## config.mk

```make
export PLATFORM = sky130hd
export DESIGN_NAME = sgc_regs
export DESIGN_NICKNAME = d
export VERILOG_FILES = /design/src/design/sgc_pkg.sv /design/src/design/sgc_regs.sv
export VERILOG_INCLUDE_DIRS = /design/src /design/src/design
export SDC_FILE = /design/constraint.sdc
export NUM_CORES = 1
export LEC_CHECK = 0
export BUFFER_PORTS_ARGS = -buffer_cell sky130_fd_sc_hd__buf_4
export CAP_MARGIN = 40
export CORE_ASPECT_RATIO = 0.8
export CORE_MARGIN = 3
export CORE_UTILIZATION = 46
export DETAILED_ROUTE_END_ITERATION = 7
export PLACE_DENSITY_LB_ADDON = 0.05
export SYNTH_ARGS = -nofsm -noshare
export SYNTH_HDL_FRONTEND = slang
export SYNTH_SLANG_ARGS = --single-unit
```

## constraint.sdc

```tcl
create_clock -name clock -period 1.8 [get_ports clock]
set_input_delay 0.18 -clock clock [delete_from_list [all_inputs] [get_ports clock]]
set_output_delay 0.18 -clock clock [all_outputs]
set_load 0.01 [all_outputs]
```

## src/design/sgc_params.svh

```systemverilog
// register offsets, field positions and reset values of the general register bank
`ifndef SGC_PARAMS_SVH
`define SGC_PARAMS_SVH
`define SGC_OFF_GMR 8'h00
`define SGC_OFF_GSR 8'h04
`define SGC_OFF_ISR 8'h08
`define SGC_OFF_IMR 8'h0c
`define SGC_OFF_NSR 8'h10
`define SGC_OFF_NER 8'h14
`define SGC_GMR_RST 32'h00000000
`define SGC_GMR_WMASK 32'h0000030e
`define SGC_IRQ_RST 5'h00
`define SGC_ERR_RST 6'h00
`define SGC_GMR_COLD 0
`define SGC_GMR_ARB 1
`define SGC_GMR_PFD 2
`define SGC_GMR_UCS 3
`define SGC_GMR_HSW 8
`define SGC_GMR_MSW 9
`define SGC_GSR_ENDC 0
`define SGC_GSR_SPEED 1
`define SGC_GSR_CISA 2
`define SGC_ISR_TM0 0
`define SGC_ISR_TM1 1
`define SGC_ISR_UART 2
`define SGC_ISR_EXT 3
`define SGC_ISR_WU 4
`define SGC_NSR_CB 0
`define SGC_NSR_IB 1
`define SGC_NSR_IT 2
`define SGC_NSR_MA 3
`define SGC_NSR_EXT 4
`define SGC_NSR_IR 5
`endif

```

## src/design/sgc_pkg.sv

```systemverilog
// types shared by the general register bank
package sgc_pkg;
  typedef enum logic [1:0] {SGC_SZ_1B, SGC_SZ_2B, SGC_SZ_3B, SGC_SZ_WORD} sgc_size_t;
  // one register access from the cpu system bus
  typedef struct packed {
    logic valid;
    logic write;
    logic burst;
    logic [7:0] addr;
    logic [3:0] be;
    logic [31:0] wdata;
  } sgc_regreq_t;
  // one data phase on the cpu to on-chip master path
  typedef struct packed {
    logic [31:0] data;
    sgc_size_t size;
    logic [1:0] off;
    logic in_target;
    logic addr_swap;
  } sgc_hswap_t;
  // one data phase on the memory to on-chip slave path
  typedef struct packed {
    logic [31:0] data;
    logic via_slave;
    logic addr_swap;
  } sgc_mswap_t;
  // maskable interrupt sources, one-cycle or level
  typedef struct packed {
    logic timer0;
    logic timer1;
    logic uart_rx_full;
    logic uart_tx_empty;
    logic uart_line_stat;
    logic uart_modem_stat;
    logic usb_wakeup;
    logic eth_wakeup;
  } sgc_irq_src_t;
  // error event sources from other bus blocks
  typedef struct packed {
    logic mem_reserved;
    logic mem_out_of_range;
    logic rom_narrow;
    logic rom_burst_write;
    logic cpu_illegal_cmd;
    logic cpu_illegal_align;
    logic cpu_illegal_burst;
    logic onchip_reserved;
    logic onchip_timeout;
  } sgc_err_src_t;
endpackage

```

## src/design/sgc_regs.sv

```systemverilog
// general mode, strap status, interrupt and error registers of the system controller
`timescale 1ns/1ps
`default_nettype none
`include "sgc_params.svh"
// How it works
// RULE1 - mode register, zero reset, reserved bits zero
// RULE2 - arbiter disabled grants only controller itself
// RULE3 - software enables arbiter after initialisation
// RULE4 - writing one to bit0 starts cold reset
// RULE5 - bit2 disables the prefetch buffer
// RULE6 - bit3 picks external or half cpu clock
// RULE7 - bit8 enables master swap in swap mode
// RULE8 - byte reverses lanes, halfword swaps halves
// RULE9 - three byte accesses rotate, disabled passes through
// RULE10 - bit9 reverses memory slave path bytes
// RULE11 - status bit1 shows captured cpu speed strap
// RULE12 - status bits0,2 show other captured straps
// RULE13 - pending bits clear on read, events re-set
// RULE14 - pending bit layout, upper bits zero
// RULE15 - any of four uart causes sets uart
// RULE16 - clear only when lowest byte is read
// RULE17 - wakeup pending is or of two requests
// RULE18 - wakeup reaches core as cause bit 6
// RULE19 - interrupt when pending and unmask both set
// RULE20 - error pending bit layout
// RULE21 - four memory faults set address error
// RULE22 - cpu and on-chip bus error causes
// RULE23 - error pending clears on lowest byte read
// RULE24 - nmi when error pending and enabled
// RULE25 - interrupt is level until clearing read
module sgc_regs #(
  parameter int NREQ = 4
) (
  input wire logic clock,
  input wire logic srst,
  input wire sgc_pkg::sgc_regreq_t reg_req,
  output logic reg_ack,
  output logic [31:0] reg_rdata,
  output logic reg_data_err,
  input wire sgc_pkg::sgc_hswap_t hsw_in,
  output logic [31:0] hsw_out,
  input wire sgc_pkg::sgc_mswap_t msw_in,
  output logic [31:0] msw_out,
  input wire logic [NREQ-1:0] bus_req,
  output logic [NREQ-1:0] bus_grant,
  output logic prefetch_disable,
  output logic uart_clock_source_sel,
  output logic cold_reset_request,
  input wire logic endian_conv_strap,
  input wire logic cpu_speed_strap,
  input wire logic compressed_isa_strap,
  input wire sgc_pkg::sgc_irq_src_t irq_src,
  input wire logic ext_irq_pin_n,
  input wire logic ext_nonmaskable_pin_n,
  input wire sgc_pkg::sgc_err_src_t err_src,
  output logic cpu_int,
  output logic core_cause_pending_6,
  output logic cpu_nmi
);
  import sgc_pkg::*;

  generate
    if (NREQ < 2 || NREQ > 32) begin : g_bad
      $error("NREQ must lie between 2 and 32");
    end
  endgenerate

  // merge write data by byte lane, only writable bits change
  function automatic logic [31:0] lane_merge(input logic [31:0] old, input logic [31:0] wd,
                                             input logic [3:0] be, input logic [31:0] msk);
    logic [31:0] m;
    m = {{8{be[3]}}, {8{be[2]}}, {8{be[1]}}, {8{be[0]}}} & msk;
    return (old & ~m) | (wd & m);
  endfunction

  // lowest set request wins; index 0 is the controller itself
  function automatic logic [NREQ-1:0] first_req(input logic [NREQ-1:0] r);
    logic [NREQ-1:0] g;
    g = '0;
    for (int i = NREQ - 1; i >= 0; i--) begin
      if (r[i]) begin
        g = '0;
        g[i] = 1'b1;
      end
    end
    return g;
  endfunction

  logic [31:0] gmr_r, gmr_nxt;
  logic [2:0] gsr_r, gsr_nxt;
  logic strap_done_r, strap_done_nxt;
  logic [4:0] isr_r, isr_nxt, imr_r, imr_nxt;
  logic [5:0] nsr_r, nsr_nxt, ner_r, ner_nxt;
  logic ack_r, ack_nxt, derr_r, derr_nxt, cold_r, cold_nxt;
  logic [31:0] rdata_r, rdata_nxt, hsw_r, hsw_nxt, msw_r, msw_nxt;
  logic [NREQ-1:0] grant_r, grant_nxt;
  logic [4:0] isr_set;
  logic [5:0] nsr_set;
  logic acc, rd, wr, mapped, burst_acc, rsv_acc, isr_clr, nsr_clr;

  // event sources into the two pending registers
  always_comb begin
    isr_set = '0;
    isr_set[`SGC_ISR_TM0] = irq_src.timer0;
    isr_set[`SGC_ISR_TM1] = irq_src.timer1;
    isr_set[`SGC_ISR_UART] = irq_src.uart_rx_full | irq_src.uart_tx_empty |
                             irq_src.uart_line_stat | irq_src.uart_modem_stat; // [RULE15]
    isr_set[`SGC_ISR_EXT] = ~ext_irq_pin_n; // [RULE14]
    isr_set[`SGC_ISR_WU] = irq_src.usb_wakeup | irq_src.eth_wakeup; // [RULE17]
    nsr_set = '0;
    nsr_set[`SGC_NSR_IR] = burst_acc; // [RULE20]
    nsr_set[`SGC_NSR_EXT] = ~ext_nonmaskable_pin_n;
    nsr_set[`SGC_NSR_MA] = err_src.mem_reserved | err_src.mem_out_of_range |
                           err_src.rom_narrow | err_src.rom_burst_write; // [RULE21]
    nsr_set[`SGC_NSR_IT] = err_src.onchip_timeout;
    nsr_set[`SGC_NSR_IB] = err_src.onchip_reserved; // [RULE22]
    nsr_set[`SGC_NSR_CB] = err_src.cpu_illegal_cmd | err_src.cpu_illegal_align |
                           err_src.cpu_illegal_burst | rsv_acc; // [RULE22]
  end

  // access decode; bursts are refused and flagged, never performed
  always_comb begin
    acc = reg_req.valid;
    burst_acc = acc & reg_req.burst;
    rd = acc & ~reg_req.burst & ~reg_req.write;
    wr = acc & ~reg_req.burst & reg_req.write;
    if (reg_req.addr == `SGC_OFF_GMR) begin
      mapped = 1'b1;
    end else if (reg_req.addr == `SGC_OFF_GSR) begin
      mapped = 1'b1;
    end else if (reg_req.addr == `SGC_OFF_ISR) begin
      mapped = 1'b1;
    end else if (reg_req.addr == `SGC_OFF_IMR) begin
      mapped = 1'b1;
    end else if (reg_req.addr == `SGC_OFF_NSR) begin
      mapped = 1'b1;
    end else if (reg_req.addr == `SGC_OFF_NER) begin
      mapped = 1'b1;
    end else begin
      mapped = 1'b0;
    end
    rsv_acc = (rd | wr) & ~mapped;
    isr_clr = rd & (reg_req.addr == `SGC_OFF_ISR) & reg_req.be[0]; // [RULE16]
    nsr_clr = rd & (reg_req.addr == `SGC_OFF_NSR) & reg_req.be[0]; // [RULE23]
  end

  // register file next state; a new event beats a same-cycle clearing read
  always_comb begin
    gmr_nxt = gmr_r;
    imr_nxt = imr_r;
    ner_nxt = ner_r;
    cold_nxt = 1'b0;
    ack_nxt = acc;
    derr_nxt = rd & ~mapped;
    rdata_nxt = rdata_r;
    isr_nxt = (isr_r & ~{5{isr_clr}}) | isr_set; // [RULE13]
    nsr_nxt = (nsr_r & ~{6{nsr_clr}}) | nsr_set; // [RULE23]
    if (wr) begin
      if (reg_req.addr == `SGC_OFF_GMR) begin
        gmr_nxt = lane_merge(gmr_r, reg_req.wdata, reg_req.be, `SGC_GMR_WMASK); // [RULE1]
        cold_nxt = reg_req.be[0] & reg_req.wdata[`SGC_GMR_COLD]; // [RULE4]
      end else if (reg_req.addr == `SGC_OFF_IMR) begin
        imr_nxt = reg_req.be[0] ? reg_req.wdata[4:0] : imr_r; // [RULE19]
      end else if (reg_req.addr == `SGC_OFF_NER) begin
        ner_nxt = reg_req.be[0] ? reg_req.wdata[5:0] : ner_r; // [RULE24]
      end
    end
    if (rd) begin
      if (reg_req.addr == `SGC_OFF_GMR) begin
        rdata_nxt = gmr_r & `SGC_GMR_WMASK; // [RULE1]
      end else if (reg_req.addr == `SGC_OFF_GSR) begin
        rdata_nxt = {29'h0, gsr_r}; // [RULE11] [RULE12]
      end else if (reg_req.addr == `SGC_OFF_ISR) begin
        rdata_nxt = {27'h0, isr_r}; // [RULE14]
      end else if (reg_req.addr == `SGC_OFF_IMR) begin
        rdata_nxt = {27'h0, imr_r};
      end else if (reg_req.addr == `SGC_OFF_NSR) begin
        rdata_nxt = {26'h0, nsr_r}; // [RULE20]
      end else if (reg_req.addr == `SGC_OFF_NER) begin
        rdata_nxt = {26'h0, ner_r};
      end else begin
        rdata_nxt = 32'h0;
      end
    end
  end

  always_ff @(posedge clock) begin
    if (srst) begin
      gmr_r <= `SGC_GMR_RST;
      imr_r <= `SGC_IRQ_RST;
      isr_r <= `SGC_IRQ_RST;
      ner_r <= `SGC_ERR_RST;
      nsr_r <= `SGC_ERR_RST;
      cold_r <= 1'b0;
      ack_r <= 1'b0;
      derr_r <= 1'b0;
      rdata_r <= 32'h0;
    end else begin
      gmr_r <= gmr_nxt;
      imr_r <= imr_nxt;
      isr_r <= isr_nxt;
      ner_r <= ner_nxt;
      nsr_r <= nsr_nxt;
      cold_r <= cold_nxt;
      ack_r <= ack_nxt;
      derr_r <= derr_nxt;
      rdata_r <= rdata_nxt;
    end
  end

  // straps are caught once, on the first edge after reset release
  always_comb begin
    strap_done_nxt = 1'b1;
    gsr_nxt = gsr_r;
    if (!strap_done_r) begin
      gsr_nxt[`SGC_GSR_ENDC] = endian_conv_strap; // [RULE12]
      gsr_nxt[`SGC_GSR_SPEED] = cpu_speed_strap; // [RULE11]
      gsr_nxt[`SGC_GSR_CISA] = compressed_isa_strap; // [RULE12]
    end
  end

  always_ff @(posedge clock) begin
    if (srst) begin
      strap_done_r <= 1'b0;
      gsr_r <= 3'h0;
    end else begin
      strap_done_r <= strap_done_nxt;
      gsr_r <= gsr_nxt;
    end
  end

  // swap converters act only in address swap mode and in their own region
  always_comb begin
    hsw_nxt = hsw_in.data;
    if (gmr_r[`SGC_GMR_HSW] && hsw_in.in_target && hsw_in.addr_swap) begin // [RULE7]
      case (hsw_in.size)
        SGC_SZ_1B: hsw_nxt = {hsw_in.data[7:0], hsw_in.data[15:8],
                              hsw_in.data[23:16], hsw_in.data[31:24]}; // [RULE8]
        SGC_SZ_2B: hsw_nxt = {hsw_in.data[15:0], hsw_in.data[31:16]}; // [RULE8]
        SGC_SZ_3B: begin
          if (hsw_in.off == 2'h0) begin
            hsw_nxt = {hsw_in.data[7:0], hsw_in.data[31:8]}; // [RULE9]
          end else begin
            hsw_nxt = {hsw_in.data[23:0], hsw_in.data[31:24]}; // [RULE9]
          end
        end
        default: hsw_nxt = hsw_in.data; // whole words pass
      endcase
    end
    msw_nxt = msw_in.data;
    if (gmr_r[`SGC_GMR_MSW] && msw_in.via_slave && msw_in.addr_swap) begin
      msw_nxt = {msw_in.data[7:0], msw_in.data[15:8],
                 msw_in.data[23:16], msw_in.data[31:24]}; // [RULE10]
    end
    // while disabled only the controller may hold the on-chip bus
    if (gmr_r[`SGC_GMR_ARB]) begin
      grant_nxt = first_req(bus_req); // [RULE2]
    end else begin
      grant_nxt = first_req(bus_req & NREQ'(1)); // [RULE2] [RULE3]
    end
  end

  always_ff @(posedge clock) begin
    if (srst) begin
      hsw_r <= 32'h0;
      msw_r <= 32'h0;
      grant_r <= '0;
    end else begin
      hsw_r <= hsw_nxt;
      msw_r <= msw_nxt;
      grant_r <= grant_nxt;
    end
  end

  // outputs; interrupt lines are levels that fall after the clearing read
  assign reg_ack = ack_r;
  assign reg_rdata = rdata_r;
  assign reg_data_err = derr_r;
  assign hsw_out = hsw_r;
  assign msw_out = msw_r;
  assign bus_grant = grant_r;
  assign prefetch_disable = gmr_r[`SGC_GMR_PFD]; // [RULE5]
  assign uart_clock_source_sel = gmr_r[`SGC_GMR_UCS]; // [RULE6]
  assign cold_reset_request = cold_r;
  assign cpu_int = |(isr_r[3:0] & imr_r[3:0]); // [RULE19] [RULE25]
  assign core_cause_pending_6 = isr_r[`SGC_ISR_WU] & imr_r[`SGC_ISR_WU]; // [RULE18]
  assign cpu_nmi = |(nsr_r & ner_r); // [RULE24]
endmodule
`default_nettype wire

```

# Word level (Yosys, flattened, before mapping)
# Index checks and enable logic that the tools add are counted.
[word_totals]
out_inout_bits = 108
wordCells = 100
register_bits = 161
in_bits = 147
[classes]
n_reduce_logical = 13
n_mux = 23
n_bitwise = 43
eq_ne = 7
[op_table]
columns = ["operator", "count"]
rows = [
  ["two-way mux 32 bit", 3],
  ["case mux 32 bit (3 select lines)", 1],
  ["bitwise AND 32 x 10 -> 32 bit", 1],
  ["bitwise AND 32 bit", 1],
  ["inverter 10 -> 32 bit", 1],
  ["OR 32 bit", 1],
  ["two-way mux 6 bit", 5],
  ["two-way mux 4 bit", 5],
  ["== test 8 x 4 -> 1 bit, second input constant", 2],
  ["== test 8 x 5 -> 1 bit, second input constant", 2],
  ["bitwise AND 1 bit", 12],
  ["bitwise AND 6 bit", 2],
  ["OR 1 bit", 11],
  ["two-way mux 10 bit", 1],
  ["== test 8 x 3 -> 1 bit, second input constant", 1],
  ["zero test 8 bit", 1],
  ["two-way mux 1 bit", 8],
  ["inverter 1 bit", 8],
  ["inverter 6 bit", 1],
  ["OR 6 bit", 1],
  ["OR reduction 6 bit", 1],
  ["bitwise AND 5 bit", 1],
  ["inverter 5 bit", 1],
  ["OR 5 bit", 1],
  ["10 further kinds", 14],
]

# Depth between registers and ports, before layout
# Gate-level depths: netlist of run 1.
[logic_depth]
word_depth = 11
ltp_mapped = 6
depth_no_buf = 4

# Least setup slack after synthesis of run 1
# No wires, ideal clock.
[synth_timing]
kind = "in2reg"
start = "input reg_req[42] (netlist name)"
end = "register nsr_r[0]"
t_arrival_ps = 1280
path_slack_ps = 398
n_path_buf = 0
required_ps = 1678
setup_ps = 122
stages = 4
path_cell_list = "nor4b_4 nand4_2 and2_1 a221o_1"
[synth_between]
elab_chain_cells = 11
elab_cells_between_ends = 20
classes_between = "eq/ne (5); mux (6); bitwise (8); reduce/logical (1)"
[synth_rtl]
columns = ["element", "line_no", "rtl"]
rows = [
  ["start: declaration", "sgc_regs.sv:36", "input wire sgc_pkg::sgc_regreq_t reg_req,"],
  ["== test 8 x 5 -> 1 bit (no line)", "-", ""],
  ["two-way mux 1 bit", "sgc_regs.sv:137", "end else if (reg_req.addr == `SGC_OFF_NER) begin"],
  ["two-way mux 1 bit", "sgc_regs.sv:135", "end else if (reg_req.addr == `SGC_OFF_NSR) begin"],
  ["two-way mux 1 bit", "sgc_regs.sv:133", "end else if (reg_req.addr == `SGC_OFF_IMR) begin"],
  ["two-way mux 1 bit", "sgc_regs.sv:131", "end else if (reg_req.addr == `SGC_OFF_ISR) begin"],
  ["two-way mux 1 bit", "sgc_regs.sv:129", "end else if (reg_req.addr == `SGC_OFF_GSR) begin"],
  ["two-way mux 1 bit", "sgc_regs.sv:127", "if (reg_req.addr == `SGC_OFF_GMR) begin"],
  ["inverter 1 bit", "sgc_regs.sv:142", "rsv_acc = (rd | wr) & ~mapped;"],
  ["bitwise AND 1 bit", "sgc_regs.sv:142", ""],
  ["OR 1 bit", "sgc_regs.sv:118", "err_src.cpu_illegal_burst | rsv_acc;"],
  ["OR 6 bit *", "sgc_regs.sv:157", "nsr_nxt = (nsr_r & ~{6{nsr_clr}}) | nsr_set;"],
  ["end signal: assignment", "sgc_regs.sv:193", "nsr_r <= `SGC_ERR_RST;"],
  ["end signal: assignment", "sgc_regs.sv:203", "nsr_r <= nsr_nxt;"],
  ["end: declaration", "sgc_regs.sv:93", "logic [5:0] nsr_r, nsr_nxt, ner_r, ner_nxt;"],
]
# Mark *: on every way between the ends. The rest lies on a longest branch, timed or not.
# A chain may end at the register's enable or synchronous reset.

# Final worst setup path of run 1
[layout_timing]
start = "register nsr_r[5]"
end = "output cpu_nmi"
[layout_between]
elab_chain_cells = 2
[layout_rtl]
columns = ["element", "line_no", "rtl"]
rows = [
  ["bitwise AND 6 bit", "sgc_regs.sv:287", "assign cpu_nmi = |(nsr_r & ner_r);"],
  ["OR reduction 6 bit", "sgc_regs.sv:287", ""],
  ["end: declaration", "sgc_regs.sv:58", "output logic cpu_nmi"],
]
# Every way passes these cells.

==> flow_metrics.py, run 1 <==
metrics = {
    "status": {
        "outcome": "complete, no violations",
    },
    "yosys": {
        "syn-instance-count": 602,
        "synth_top_cells_by_count": "dfxtp_1 (110), a21oi_1 (78), nand2_1 (74), mux2i_1 (57), a22oi_1 (38)",
        "yosysMostFrequentCell": "dfxtp_1",
        "synth-main-ff-cell": "dfxtp_1",
        "yosys.cell_types.count": 49,
        "yosys.area.top_type": "dfxtp_1",
        "async_flop_share_pct": 0,
        "yosys_warnings": 0,
        "yosysSeqAreaShare_pct": 42.1,
        "synth_edf_count": 0,
        "syn_avg_cell_area_um2": 8.70,
        "yosys.area.top_type_share_pct": 42.1,
        "synth_area_leaders": "dfxtp_1 (42%), mux2i_1 (11%), a21oi_1 (7.5%), a22oi_1 (5.4%), nand2_1 (5.3%)",
        "synth_area_mm2": 0.00524,
        "synth-seq-cells": 110,
    },
    "sta": {
        "fin_crit_sh_pct": 80.8,
        "fin_tns_setup_ns": 0,
        "min_period_ns": 1.45,
        "final_hold_viol_count": 0,
        "hold_ws_ns": 0.0240,
        "drv_slew": 0,
        "rsz0062_at_grt": "no",
        "fmax_mhz": 687,
        "setup_viol": 0,
        "finClkSkew_ns": 0.00643,
    },
    "worst_hold_path": {
        "hp-start": "ext_irq_pin_n",
        "hold_class": "primary input to flip-flop",
    },
    "grt": {
        "first_global_vias": 4759,
        "grt.total_usage_pct": 23.2,
        "antenna_found_initial": 0,
        "grtUsageMet2_pct": 39.1,
        "grt_use_met1_pct": 30.5,
        "grt_max_degree": 41,
        "use_met3_pct": 5.11,
        "grt_pass1_wl_um": 24100,
        "top_usage_layer": "met2",
        "grt_overflow": 0,
    },
    "setup_path": {
        "critPathRequiredTime_ns": 1.62,
        "crit_start": "nsr_r[5]$_SDFF_PP0_",
        "crit_arrival_ns": 1.27,
        "path_class": "flip-flop to output port",
        "crit_path_max_fanout": 3,
        "worstSetupStartpointType": "flip-flop",
        "worstSetupEndpointType": "output port",
    },
    "die": {
        "rows": 34,
        "pin_count": 255,
        "initial_core_util_pct": 47.7,
        "die_area_mm2": 0.0127,
        "die_y_um": 101,
        "core-area_mm2": 0.0110,
        "die_x_um": 125,
    },
    "detailed_routing": {
        "wl_um": 15500,
        "vias_per_cell": 5.46,
        "drcViolationCount": 0,
        "vias": 5164,
        "final_antenna_net_count": 0,
        "drt-pass1-iter-count": 6,
        "drt_iter0_drc": 424,
        "wl_per_cell_um": 16.3,
    },
    "clock_tree": {
        "max-clock-path-buffers": 2,
        "clock_latency_ns": 0.35,
        "clk_pin_slew_ns": 0.07,
        "numCtsBuffers": 9,
        "holdBufCountCts": 4,
        "htreeDepth": 3,
        "cts_resized": 0,
        "cts_sinks": 110,
        "cts_setup_buffers": 0,
        "cts_root_buffer": "clkbuf_16",
        "cts_tree": "done",
    },
    "finish": {
        "area_delta_synth_final_pct": 38.0,
        "drive_gt1_share_pct": 31.8,
        "fillers": 930,
        "antenna_cells": 0,
        "final_nets": 944,
    },
    "power_and_ir_drop": {
        "power_density_mw_per_mm2": 777,
        "ir_drop_mv": 0.419,
        "leakage_nw": 3.40,
    },
    "placement": {
        "routabilityCongestion": 0.844,
        "dp_hpwl_um": 11400,
        "port_buffers": 204,
    },
    "run": {
        "maxCapViolCount": 0,
    },
}
layer usage:
metal / wire, um / share of wire [%] / up-vias
li1: - / - / 2522
met1: 6760 / 44 / 2381
met2: 7280 / 47 / 250
met3: 1280 / 8.3 / 11
met4: 133 / 0.86 / 0
met5: 0 / 0 / -
metrics by stage:
stage               util, %  instance area, um^2  setup slack, ns  total power, mW  std cells
floorplan                 -                 5320            0.398             3.10        625
global placement       62.6                 6870            0.195             3.53        926
detailed placement     62.6                 6870            0.179             3.55        926
CTS                    65.8                 7230            0.346             5.66        946
global route           65.8                 7230            0.215             5.84        946
finish                 65.8                 7230            0.345             5.61        946
kinds of logic after synthesis:
family	share of synthesized area, %
AOI/OAI and AO/OA	24.7
and+or+nand+nor	14.9
DFF	42.1
buffers and inverters	7.22
muxes	11.1
other	0.0716
critical path, cell delays in order (launching register included):
cell and delay (ns):
dfxtp_1 0.34, a22oi_1 0.26, nand3_1 0.16, buf_4 0.17
final cells by class:
| cell class | count | area, um^2 | share of cell area, % |
|---|---|---|---|
| Timing Repair Buffer | 230 | 1760 | 24.4 |
| Clock inverter | 7 | 88.8 | 1.23 |
| Sequential cell | 110 | 2200 | 30.5 |
| Clock buffer | 9 | 225 | 3.12 |
| Tap cell | 144 | 180 | 2.49 |
| Inverter | 4 | 15.0 | 0.208 |
| Multi-Input combinational cell | 442 | 2750 | 38.1 |
cells in the final DEF (no fill, tap or decap), types with 3 or more instances in the layout:
cell and n:
nor2b_1 9, dlygate4sd3_1 4, nand4_1 4, o22a_1 31, inv_1 3, dfxtp_1 110, a21oi_1 77, nor3_1 3
and2_1 3, inv_8 3, o21ai_0 34, nand3_1 5, a22oi_1 38, a32oi_1 4, nor2_1 37, mux2i_1 57
buf_4 224, nand2_1 74, nand2b_1 4, conb_1 24, clkbuf_16 9
flip-flops by register name, indices dropped and copies added, names as in the netlist, named ones only:
| signal | cells |
|---|---|
| gsr_r | 3 |
| hsw_out | 32 |
| imr_r | 5 |
| cold_reset_request | 1 |
| reg_ack | 1 |
| bus_grant | 4 |
| reg_data_err | 1 |
| msw_out | 32 |
| ner_r | 6 |
| reg_rdata | 8 |
| strap_done_r | 1 |
| isr_r | 5 |
| nsr_r | 6 |
path summary, 6_finish.rpt:
kind	endpoint	slack, ns	depth (start not counted)
worst min-delay path	isr_r[3]$_SDFF_PP0_	0.02	2
worst min register to register	nsr_r[3]$_SDFF_PP0_	0.49	2
worst max register to register	hsw_out[29]$_SDFF_PP0_	0.37	5
worst max-delay path	cpu_nmi	0.35	3
where the power goes:
| part | internal (mW) | total, mW | switching, mW | leakage, nW |
|---|---|---|---|---|
| registers | 2.53 | 2.58 | 0.0450 | 0.909 |
| logic | 0.479 | 0.929 | 0.450 | 2.33 |
| clock network | 1.12 | 2.11 | 0.985 | 0.152 |
| total | 4.13 | 5.61 | 1.48 | 3.40 |
Note: power is estimated with default switching activity, not from simulation.
==> inputs of run 2 (changes only) <==
- ABC_AREA: unset -> 1
- CORE_UTILIZATION: 46 -> 42
- clock period: 1.8 -> 1.17 ns (I/O delays scaled with it)
==> run 2 against run 1 <==
Against the previous run: the run now ends with setup timing left; die area rose by 12%; sequential cell count did not move; register-to-register slack got worse by 0.51 ns; critical path depth did not move; global-route usage rose by 2.6 points; clock power rose by 55%; largest cell class unchanged.
==> flow_metrics.py, run 2 <==
metrics = {
    "status": {
        "outcome": "complete, but fails checks",
        "failed_checks": "setup timing",
    },
    "sta": {
        "fin_crit_sh_pct": 115,
        "min_period_ns": 1.35,
        "timing.slew.headroom_pct": 60.1,
        "setup_slack_ns": -0.180,
        "worst_pin_slew_ns": 0.593,
        "drv_slew": 0,
        "fin_tns_setup_ns": -3.28,
        "final_hold_viol_count": 0,
        "rsz0062_at_grt": "yes",
        "hold_ws_ns": 0.0100,
        "setup_viol": 34,
        "fmax_mhz": 741,
        "finClkSkew_ns": 0.00513,
    },
    "grt": {
        "grt_overflow": 0,
        "grt_max_degree": 65,
        "antenna_found_initial": 0,
        "grt_pass1_wl_um": 29800,
        "grt.total_usage_pct": 25.8,
        "first_global_vias": 5944,
    },
    "yosys": {
        "synth-main-ff-cell": "dfxtp_1",
        "syn-instance-count": 734,
        "yosys_warnings": 0,
        "yosysSeqAreaShare_pct": 40.8,
        "yosys.area.top_type_share_pct": 40.8,
        "yosys.area.top_type": "dfxtp_1",
        "synth_area_leaders": "dfxtp_1 (41%), nand2_1 (7.4%), o21ai_0 (7.4%), inv_1 (6.1%), a21oi_1 (6.0%)",
        "async_flop_share_pct": 0,
        "synth_edf_count": 0,
        "synth_area_mm2": 0.00540,
        "syn_avg_cell_area_um2": 7.36,
        "yosysMostFrequentCell": "dfxtp_1",
        "synth-seq-cells": 110,
        "yosys.cell_types.count": 37,
        "synth_top_cells_by_count": "dfxtp_1 (110), nand2_1 (107), inv_1 (88), o21ai_0 (80), a21oi_1 (65)",
    },
    "worst_hold_path": {
        "hp-start": "msw_in[9]",
        "hold_class": "primary input to flip-flop",
    },
    "clock_tree": {
        "htreeDepth": 3,
        "cts_tree": "done",
        "numCtsBuffers": 9,
        "clk_pin_slew_ns": 0.08,
        "clock_latency_ns": 0.34,
        "cts_sinks": 110,
        "max-clock-path-buffers": 2,
        "cts_root_buffer": "clkbuf_16",
    },
    "setup_path": {
        "path_class": "flip-flop to output port",
        "worstSetupEndpointType": "output port",
        "crit_arrival_ns": 1.23,
        "crit_path_max_fanout": 3,
        "regToRegSetupSlack_ns": -0.14,
        "worstSetupStartpointType": "flip-flop",
        "critPathRequiredTime_ns": 1.05,
        "worstReg2RegEnd": "hsw_out[21]$_SDFF_PP0_",
        "crit_start": "nsr_r[0]$_SDFF_PP0_",
        "ff2ff_path_depth": 6,
        "endpoint": "cpu_nmi",
    },
    "finish": {
        "finish.utilization_pct": 68.7,
        "layout_common_cells": "buf_4 (247), nand2_1 (106), dfxtp_1 (101)",
        "fin_area_mm2": 0.00850,
        "drive_gt1_share_pct": 38.8,
        "antenna_cells": 0,
        "stdcell_count": 1159,
        "final_nets": 1130,
        "layout_commonest_cell": "buf_4",
        "area_delta_synth_final_pct": 57.4,
    },
    "die": {
        "die_y_um": 107,
        "core-area_mm2": 0.0124,
        "rows": 36,
        "pin_count": 255,
        "initial_core_util_pct": 43.6,
        "die_x_um": 133,
        "die_area_mm2": 0.0143,
    },
    "placement": {
        "post_dp_cell_area_mm2": 0.00728,
        "port_buffers": 204,
        "dp_cells": 1109,
        "routabilityCongestion": 0.882,
        "dp_hpwl_um": 12700,
    },
    "detailed_routing": {
        "vias": 6120,
        "drt_iter0_drc": 583,
        "vias_per_cell": 5.28,
        "wl_um": 19000,
        "drt-pass1-iter-count": 6,
        "wl_per_cell_um": 16.4,
        "drcViolationCount": 0,
        "final_antenna_net_count": 0,
    },
    "power_and_ir_drop": {
        "power_density_mw_per_mm2": 1030,
        "leakage_nw": 3.88,
        "ir_drop_mv": 0.963,
    },
    "run": {
        "maxCapViolCount": 0,
    },
}
-- run 2: area by class of cell --
class | count | area, um^2
repair buffers | 281 | 2420
inverters | 94 | 357
fillers | 1044 | 3880
well taps | 171 | 214
clock inverters | 6 | 85.1
clock buffers | 10 | 239
multi-input cells | 487 | 2980
flip-flops and latches | 110 | 2210
-- run 2: cell families after synthesis --
family | share of synthesized area [%]
simple gates | 20.4
compound gates | 25.5
buf+inv | 13.3
flops | 40.8
other cells | 0.0694
-- run 2: how the worst min path moves through the flow --
stage	to	slack, ns	cells past startpoint
finish	msw_out[7]$_SDFF_PP0_	0.01	3
global route	msw_out[10]$_SDFF_PP0_	0.004	3
CTS	isr_r[1]$_SDFF_PP0_	0.0007	3
detailed placement	bus_grant[1]$_SDFF_PP0_	0.30	2
global placement	bus_grant[1]$_SDFF_PP0_	0.29	2
floorplan	bus_grant[1]$_SDFF_PP0_	0.19	1
-- run 2: through the flow --
step / power (mW) / setup WS (ns)
final: 8.80 / -0.180
after floorplan: 4.69 / 0.0541
after CTS: 8.81 / -0.207
after detailed placement: 5.42 / -0.109
after global routing: 9.16 / -0.239
after global placement: 5.39 / -0.104
-- run 2: repair_timing --
item,in CTS,in global routing
gates resized for setup,101,21
setup buffers,12,3
pin swaps,7,8
endpoints found under the setup margin,34,34
gates cloned,10,0
endpoints found under the hold margin,12,1
hold buffers,12,1
-- run 2: critical path: stages, from the launching register on --
cell	delay [ns]
dfxtp_1	0.35
a221oi_2	0.26
nand3_1	0.12
buf_4	0.16
-- run 2: power by group --
| group | total [mW] | internal [mW] | leakage, nW | switching (mW) |
|---|---|---|---|---|
| clock network | 3.27 | 1.78 | 0.156 | 1.49 |
| registers | 3.97 | 3.90 | 0.912 | 0.0689 |
| logic | 1.56 | 0.739 | 2.81 | 0.821 |
| total | 8.80 | 6.42 | 3.88 | 2.38 |
-- run 2: routing by layer --
metal | vias up | share of wire (%) | global-route usage (%)
li1 | 2942 | - | -
met1 | 2830 | 42 | 32.7
met2 | 317 | 46 | 42.8
met3 | 31 | 10 | 8.55
met4 | 0 | 1.8 | 5.86
met5 | - | 0 | 0
